### config.mk
export PLATFORM = sky130hd
export DESIGN_NAME = dgp_port
export DESIGN_NICKNAME = d
export VERILOG_FILES = /design/src/dgp_pkg.sv /design/src/dgp_port.sv
export SDC_FILE = /design/constraint.sdc
export NUM_CORES = 1
export LEC_CHECK = 0
export CAP_MARGIN = 20
export CORE_UTILIZATION = 30
export DETAILED_ROUTE_END_ITERATION = 6
export DONT_BUFFER_PORTS = 1
export GPL_ROUTABILITY_DRIVEN = 0
export PLACE_DENSITY = 0.55
export SLEW_MARGIN = 40
export SYNTH_ARGS = -nofsm -noshare
export SYNTH_HDL_FRONTEND = slang
export SYNTH_SLANG_ARGS = --single-unit
export TNS_END_PERCENT = 100
### constraint.sdc
create_clock -name clk -period 1.45 [get_ports clk]
set_input_delay 0.2175 -clock clk [delete_from_list [all_inputs] [get_ports clk]]
set_output_delay 0.2175 -clock clk [all_outputs]
set_load 0.005 [all_outputs]
### src/dgp_pkg.sv
`default_nettype none
package dgp_pkg;
    // ========================================
    // Register offsets
    localparam logic [7:0] THIRD_PORT_DATA_OFS = 8'h07;
    localparam logic [7:0] FOURTH_PORT_DATA_OFS = 8'h08;
    localparam logic [7:0] THIRD_PORT_DIRECTION_OFS = 8'h87;
    localparam logic [7:0] FOURTH_PORT_DIRECTION_OFS = 8'h88;
    localparam logic [7:0] FIFTH_PORT_CONTROL_OFS = 8'h89;

    // ========================================
    // Reset values
    localparam logic [7:0] DIRECTION_RST = 8'hFF;
    localparam logic [2:0] FIFTH_DIR_RST = 3'h7;
    localparam logic MODE_RST = 1'h0;
    // Latches are undefined at power-on; this is the value we happen to load
    localparam logic [7:0] LATCH_POR = 8'h00;
    localparam logic [7:0] DATA_RST = 8'h00;

    // ========================================
    // Fifth port control field positions
    localparam int CTL_IN_FULL_BIT = 7;
    localparam int CTL_OUT_FULL_BIT = 6;
    localparam int CTL_IN_OVERFLOW_BIT = 5;
    localparam int CTL_MODE_BIT = 4;
    localparam int CTL_DIR_MSB = 2;

    // ========================================
    // Third port pin functions
    localparam int PC_TIMER_OSC_CLK = 0;
    localparam int PC_TIMER_OSC_CAPTURE2 = 1;
    localparam int PC_CAPTURE1 = 2;
    localparam int PC_SERIAL_CLK = 3;
    localparam int PC_SERIAL_DIN = 4;
    localparam int PC_SERIAL_DOUT = 5;
    localparam int PC_USART_TX_CK = 6;
    localparam int PC_USART_RX_DT = 7;

    // ========================================
    // Carriers
    typedef struct packed {
        logic wr;
        logic rd;
        logic [7:0] addr;
        logic [7:0] wdata;
    } dgp_reg_req_t;

    typedef struct packed {
        logic [7:0] sel;
        logic [7:0] out;
        logic [7:0] oe;
    } dgp_periph_t;

    typedef struct packed {
        logic [7:0] out;
        logic [7:0] oe;
    } dgp_pin_drive_t;

    typedef struct packed {
        logic input_buffer_full_flag;
        logic output_buffer_full_flag;
        logic input_overflow_flag;
    } dgp_slave_flags_t;
endpackage : dgp_pkg
`default_nettype wire

### src/dgp_port.sv
`default_nettype none
module dgp_port
    import dgp_pkg::*;
(
    input wire logic clk, // Core clock, 20 MHz
    input wire logic nrst, // Power-on / brown-out reset
    input wire logic other_rst, // Any other reset, synchronous pulse
    input wire dgp_reg_req_t req, // CPU register access
    output var logic [7:0] rd_data, // Read data, one cycle after rd
    input wire logic [7:0] third_pin_in, // Third port pin levels
    output var dgp_pin_drive_t third_pin, // Third port driver and enable
    input wire logic [7:0] fourth_pin_in, // Fourth port pin levels
    output var dgp_pin_drive_t fourth_pin, // Fourth port driver and enable
    input wire dgp_periph_t third_periph, // Peripheral claims on third port
    output var logic [7:0] third_periph_in, // Synced third pins to peripherals
    input wire logic [7:0] slave_bus_out, // Slave port data to drive
    input wire logic slave_bus_oe, // Slave port drives bus
    input wire dgp_slave_flags_t slave_flags, // Slave port status flags
    output var logic [7:0] slave_bus_in, // Synced fourth pins to slave port
    output var logic slave_port_mode_select, // Slave port mode active
    output var logic [2:0] fifth_port_dir // Fifth port direction bits
);

    // ========================================
    // State
    typedef struct packed {
        logic [7:0] third_port_data;
        logic [7:0] fourth_port_data;
        logic [7:0] third_port_direction;
        logic [7:0] fourth_port_direction;
        logic mode;
        logic [2:0] fifth_dir;
        logic [7:0] c_meta;
        logic [7:0] c_sync;
        logic [7:0] d_meta;
        logic [7:0] d_sync;
        logic [7:0] rd_data;
        dgp_pin_drive_t c_drv;
        dgp_pin_drive_t d_drv;
    } dgp_state_t;

    localparam dgp_state_t STATE_RST = '{
        third_port_data: LATCH_POR,
        fourth_port_data: LATCH_POR,
        third_port_direction: DIRECTION_RST,
        fourth_port_direction: DIRECTION_RST,
        mode: MODE_RST,
        fifth_dir: FIFTH_DIR_RST,
        c_meta: DATA_RST,
        c_sync: DATA_RST,
        d_meta: DATA_RST,
        d_sync: DATA_RST,
        rd_data: DATA_RST,
        c_drv: '{out: DATA_RST, oe: DATA_RST},
        d_drv: '{out: DATA_RST, oe: DATA_RST}
    };

    dgp_state_t st;
    dgp_state_t next_st;

    // ========================================
    // One pin: the select feeds the driver from peripheral or latch
    function automatic logic [1:0] lane(
        input logic sel,
        input logic alt_out,
        input logic alt_oe,
        input logic latch,
        input logic dir
    );
        logic [1:0] v;
        v[1] = sel ? alt_out : latch;
        v[0] = sel ? alt_oe : ~dir;
        return v;
    endfunction : lane

    // Third port lane i: its peripheral claims it through sel
    function automatic logic [1:0] third_lane(
        input int i,
        input dgp_periph_t p,
        input logic [7:0] latch,
        input logic [7:0] dir
    );
        return lane(p.sel[i], p.out[i], p.oe[i], latch[i], dir[i]);
    endfunction : third_lane

    // Fourth port lane i: slave mode hands the pin to bus bit i
    function automatic logic [1:0] fourth_lane(
        input int i,
        input logic mode,
        input logic [7:0] bus,
        input logic bus_oe,
        input logic [7:0] latch,
        input logic [7:0] dir
    );
        return lane(mode, bus[i], bus_oe, latch[i], dir[i]);
    endfunction : fourth_lane

    // ========================================
    // Control register as software reads it; bit 3 is always zero
    function automatic logic [7:0] ctl_image(
        input dgp_slave_flags_t f,
        input logic mode,
        input logic [2:0] dir
    );
        logic [7:0] v;
        v = DATA_RST;
        v[CTL_IN_FULL_BIT] = f.input_buffer_full_flag;
        v[CTL_OUT_FULL_BIT] = f.output_buffer_full_flag;
        v[CTL_IN_OVERFLOW_BIT] = f.input_overflow_flag;
        v[CTL_MODE_BIT] = mode;
        v[CTL_DIR_MSB:0] = dir;
        return v;
    endfunction : ctl_image

    function automatic logic hit(input dgp_reg_req_t r, input logic [7:0] ofs);
        return r.addr == ofs;
    endfunction : hit

    // ========================================
    // Next state
    always_comb begin
        logic [7:0][1:0] c_lane;
        logic [7:0][1:0] d_lane;
        dgp_periph_t cp;
        logic [7:0] cl;
        logic [7:0] cd;
        logic [7:0] dl;
        logic [7:0] dd;
        c_lane = '0;
        d_lane = '0;
        cp = third_periph;
        cl = st.third_port_data;
        cd = st.third_port_direction;
        dl = st.fourth_port_data;
        dd = st.fourth_port_direction;
        next_st = st;

        // Two-stage synchronisers on pin levels
        next_st.c_meta = third_pin_in;
        next_st.c_sync = st.c_meta;
        next_st.d_meta = fourth_pin_in;
        next_st.d_sync = st.d_meta;

        // Register writes; latches written whatever the direction
        if (req.wr) begin
            if (hit(req, THIRD_PORT_DATA_OFS)) begin
                next_st.third_port_data = req.wdata;
            end
            if (hit(req, FOURTH_PORT_DATA_OFS)) begin
                next_st.fourth_port_data = req.wdata;
            end
            if (hit(req, THIRD_PORT_DIRECTION_OFS)) begin
                next_st.third_port_direction = req.wdata;
            end
            if (hit(req, FOURTH_PORT_DIRECTION_OFS)) begin
                next_st.fourth_port_direction = req.wdata;
            end
            if (hit(req, FIFTH_PORT_CONTROL_OFS)) begin
                next_st.mode = req.wdata[CTL_MODE_BIT];
                next_st.fifth_dir = req.wdata[CTL_DIR_MSB:0];
            end
        end

        // Other resets restore configuration but keep the latches
        if (other_rst) begin
            next_st.third_port_direction = DIRECTION_RST;
            next_st.fourth_port_direction = DIRECTION_RST;
            next_st.mode = MODE_RST;
            next_st.fifth_dir = FIFTH_DIR_RST;
            next_st.third_port_data = st.third_port_data;
            next_st.fourth_port_data = st.fourth_port_data;
        end

        // Register reads; unmapped addresses and unused bits give zero
        if (req.rd) begin
            unique case (1'b1)
                hit(req, THIRD_PORT_DATA_OFS): next_st.rd_data = st.c_sync;
                hit(req, FOURTH_PORT_DATA_OFS): next_st.rd_data = st.d_sync;
                hit(req, THIRD_PORT_DIRECTION_OFS): next_st.rd_data = st.third_port_direction;
                hit(req, FOURTH_PORT_DIRECTION_OFS): next_st.rd_data = st.fourth_port_direction;
                hit(req, FIFTH_PORT_CONTROL_OFS): begin
                    next_st.rd_data = ctl_image(slave_flags, st.mode, st.fifth_dir);
                end
                default: next_st.rd_data = DATA_RST;
            endcase
        end

        // Third port lanes and the peripheral functions they carry
        c_lane[PC_TIMER_OSC_CLK] = third_lane(PC_TIMER_OSC_CLK, cp, cl, cd);
        c_lane[PC_TIMER_OSC_CAPTURE2] = third_lane(PC_TIMER_OSC_CAPTURE2, cp, cl, cd);
        c_lane[PC_CAPTURE1] = third_lane(PC_CAPTURE1, cp, cl, cd);
        c_lane[PC_SERIAL_CLK] = third_lane(PC_SERIAL_CLK, cp, cl, cd);
        c_lane[PC_SERIAL_DIN] = third_lane(PC_SERIAL_DIN, cp, cl, cd);
        c_lane[PC_SERIAL_DOUT] = third_lane(PC_SERIAL_DOUT, cp, cl, cd);
        c_lane[PC_USART_TX_CK] = third_lane(PC_USART_TX_CK, cp, cl, cd);
        c_lane[PC_USART_RX_DT] = third_lane(PC_USART_RX_DT, cp, cl, cd);
        for (int i = 0; i < 8; i++) begin
            next_st.c_drv.out[i] = c_lane[i][1];
            next_st.c_drv.oe[i] = c_lane[i][0];
        end

        // Fourth port lanes; slave mode overrides latch and direction
        d_lane[0] = fourth_lane(0, st.mode, slave_bus_out, slave_bus_oe, dl, dd);
        d_lane[1] = fourth_lane(1, st.mode, slave_bus_out, slave_bus_oe, dl, dd);
        d_lane[2] = fourth_lane(2, st.mode, slave_bus_out, slave_bus_oe, dl, dd);
        d_lane[3] = fourth_lane(3, st.mode, slave_bus_out, slave_bus_oe, dl, dd);
        d_lane[4] = fourth_lane(4, st.mode, slave_bus_out, slave_bus_oe, dl, dd);
        d_lane[5] = fourth_lane(5, st.mode, slave_bus_out, slave_bus_oe, dl, dd);
        d_lane[6] = fourth_lane(6, st.mode, slave_bus_out, slave_bus_oe, dl, dd);
        d_lane[7] = fourth_lane(7, st.mode, slave_bus_out, slave_bus_oe, dl, dd);
        for (int i = 0; i < 8; i++) begin
            next_st.d_drv.out[i] = d_lane[i][1];
            next_st.d_drv.oe[i] = d_lane[i][0];
        end
    end

    always_ff @(posedge clk or negedge nrst) begin
        if (!nrst) begin
            st <= STATE_RST;
        end else begin
            st <= next_st;
        end
    end

    // ========================================
    // Outputs
    always_comb begin
        rd_data = st.rd_data;
        third_pin = st.c_drv;
        fourth_pin = st.d_drv;
        third_periph_in = st.c_sync;
        slave_bus_in = st.d_sync;
        slave_port_mode_select = st.mode;
        fifth_port_dir = st.fifth_dir;
    end

endmodule : dgp_port
`default_nettype wire

==> results.yml <==
yosys:
  synth.most_common_cell: "dfrtp_1"
  yosys-top-cells-count: "89 x dfrtp_1, 59 x buf_4, 34 x mux2_2"
  avgSynthCellArea_sq_um: 12.7
  synth_edf_count: 0
  synthAdderAreaFrac_pct: 0
  async_reset_ff_share_pct: 100
  synth_fp_nets: 426
  synthCells: 353
  muxShareOfSynthArea_pct: 8.79
  synth_top_family_by_area: "buffers and inverters"
  synth_area_sq_um: 4470
  yosysTopAreaCell: "dfrtp_1"
  synth_compound_gate_area_share_pct: 11.1
  synthFlopType: "dfrtp_1"
  synth_area_leaders: "dfrtp_1 50%, dfstp_2 11%, buf_4 9.9%"
  synth.top_cell.area_share_pct: 49.8
  yosys.area_share.simple_pct: 6.66
  yosys.cell_types.count: 29
  ys_seq_elements: 108
  yosysSeqAreaShare_pct: 61.0
  synth_xor_xnor_area_share_pct: 0
  ys.warnings.count: 0
detailed_routing:
  first_pass_iters: 4
  drc_errors: 0
  first_iter_violations: 125
  routed-via-count: 2533
  antenna_left: 0
  postRouteWirelength_mm: 10.2
  wl_per_cell_microns: 19.0
  viasPerCell: 4.72
final_layout:
  antenna_cells: 0
  final_nets: 421
  post_route_cells_drive_above_1_share_pct: 25.8
  final_cell_area_sq_um: 5020
  fillers: 1452
  multi_input_area_sq_um: 1180
  seq_area_sq_um: 2730
  area_growth_pct: 12.3
critical_path:
  path_max_fanout: 3
  cp_slowest_cell: "dfstp_2"
  critPathLaunch: "st[91]"
  path_cells: "o21ai_0 > dlygate4sd3_1"
  endpoint_kind: "register"
  start_kind: "register"
  reg2reg_slack_ns: 0.07
  cp.required_ns: 1.68
  crit_type: "reg2reg"
  worstPathArrival_ns: 1.60
  worstReg2RegStart: "st[91]"
  slowest_delay_ns: 0.58
floorplan:
  start_util_pct: 30.8
  die_x_microns: 124
  rows: 44
  ios: 133
  dieArea_sq_um: 15400
  die_h_microns: 124
  core_sq_um: 14500
status:
  status: "complete, but fails checks"
  violations: "negative hold slack"
timing:
  rsz0062_at_grt: "false"
  setup_violations: 0
  holdWs_ns: -0.433
  tightest_slew_ns: 0.750
  max_freq_ghz: 0.727
  relSlewSlack_pct: 49.8
  finalClockSkew_ns: 0.00641
  hold_viol_final: 108
  setup_tns_ns: 0
  slew_viol_final: 0
  finalCriticalPeriod_ns: 1.38
  finalCritPeriodShare_pct: 94.9
global_routing:
  grt-ovfl-total: 0
  antenna_found_initial: 0
  grt_max_degree: 109
  track_usage_pct: 13.6
  grt_pass1_vias: 2629
  grt_pass1_wl_mm: 15.0
clock_network:
  cts_inserted_buffers: 9
  htree_levels: 3
  cts.sinks: 108
  clkTransAtPathRegs_ns: 0.08
  cts_max_path_buffers: 2
  cts_root_buffer: "clkbuf_16"
  insertion_delay_ns: 0.35
  cts_tree: "built"
power_and_ir_drop:
  p_total_mw: 5.87
  power_density_nw_per_um2: 1170
  irDropWorstVdd_mv: 0.569
  p_leak_nw: 2.18
worst_hold_path:
  hp-class: "in2async"
placement:
  io_buffers: 0
  dpl_cell_area_sq_um: 4350
  hpwl_mm: 7.10
run:
  maxCapViolCount: 0
## final timing paths
kind / cells past startpoint / end
max in group asynchronous: 0 / st[85]
min in group clk: 1 / third_pin[13]
setup / recovery: 2 / third_pin[7]
setup reg to reg: 2 / third_pin[7]
hold / removal: 0 / third_pin[5]
hold reg to reg: 0 / slave_bus_in[1]
## critical path, delay by kind of cell, from the launching register on
kind / cells / cell delay (ns)
AOI/OAI and AO/OA: 1 / 0.10
buffers and inverters: 1 / 0.57
DFF: 1 / 0.58
## sequential cells by signal (all words and copies together) (netlist names)
name / flops
fifth_port_dir: 3
fourth_pin: 16
next_st: 16
rd_data: 8
slave_bus_in: 8
slave_port_mode_select: 1
st: 32
third_periph_in: 8
third_pin: 16
## power by group
| part | leakage [nW] | total [mW] | switching (mW) | internal, mW |
|---|---|---|---|---|
| sequential | 1.35 | 3.16 | 0.0548 | 3.11 |
| clock | 0.146 | 2.48 | 1.13 | 1.35 |
| combinational | 0.687 | 0.231 | 0.0881 | 0.143 |
## what timing repair did
item	in CTS	in global routing
hold buffers	35	2
hold endpoints to repair	160	110
resized for setup	0	0
setup buffers	0	0
## cell type report
cell class,instances,area share [%]
inverters,15,1.12
clock inverters,7,1.47
well taps,184,4.59
repair buffers,54,10.4
flip-flops and latches,108,54.3
clock buffers,9,4.49
multi-input cells,160,23.6
## layout by cell type, fill, tap and decap left out, drive strengths merged, types with 2 or more instances in the layout
| cell type | count |
|---|---|
| a211o | 19 |
| dfstp | 19 |
| clkbuf | 9 |
| o21ai | 29 |
| buf | 17 |
| nor2 | 20 |
| inv | 17 |
| mux2 | 34 |
| o22a | 7 |
| nor4b | 2 |
| nand3 | 7 |
| clkinv | 3 |
| a22oi | 13 |
| nand2 | 18 |
| dlygate4sd3 | 37 |
| dfrtp | 89 |
## cells by family after synthesis
logic type             after synthesis
AOI/OAI and AO/OA                   71
and+or+nand+nor                     54
muxes                               35
buffers and inverters               85
DFF                                108
## routing by layer
| metal | wire (microns) | track usage [%] | up-vias |
|---|---|---|---|
| met4 | 80 | 4.24 | 0 |
| li1 | - | - | 1148 |
| met1 | 4420 | 17.5 | 1291 |
| met5 | 0 | 0 | - |
| met3 | 698 | 4.76 | 6 |
| met2 | 5000 | 21.5 | 88 |
## metrics by stage
| step | worst slack (ns) | cells | hold WS [ns] | utilization [%] |
|---|---|---|---|---|
| floorplan | -0.0195 | 353 | -0.0781 | - |
| global placement | -0.0624 | 484 | -0.0753 | 29.9 |
| detailed placement | -0.0547 | 484 | -0.0752 | 29.9 |
| CTS | 0.110 | 535 | -0.454 | 34.4 |
| global route | 0.0417 | 537 | -0.457 | 34.5 |
| finish | 0.0741 | 537 | -0.433 | 34.5 |
Note: power is estimated with default switching activity, not from simulation.
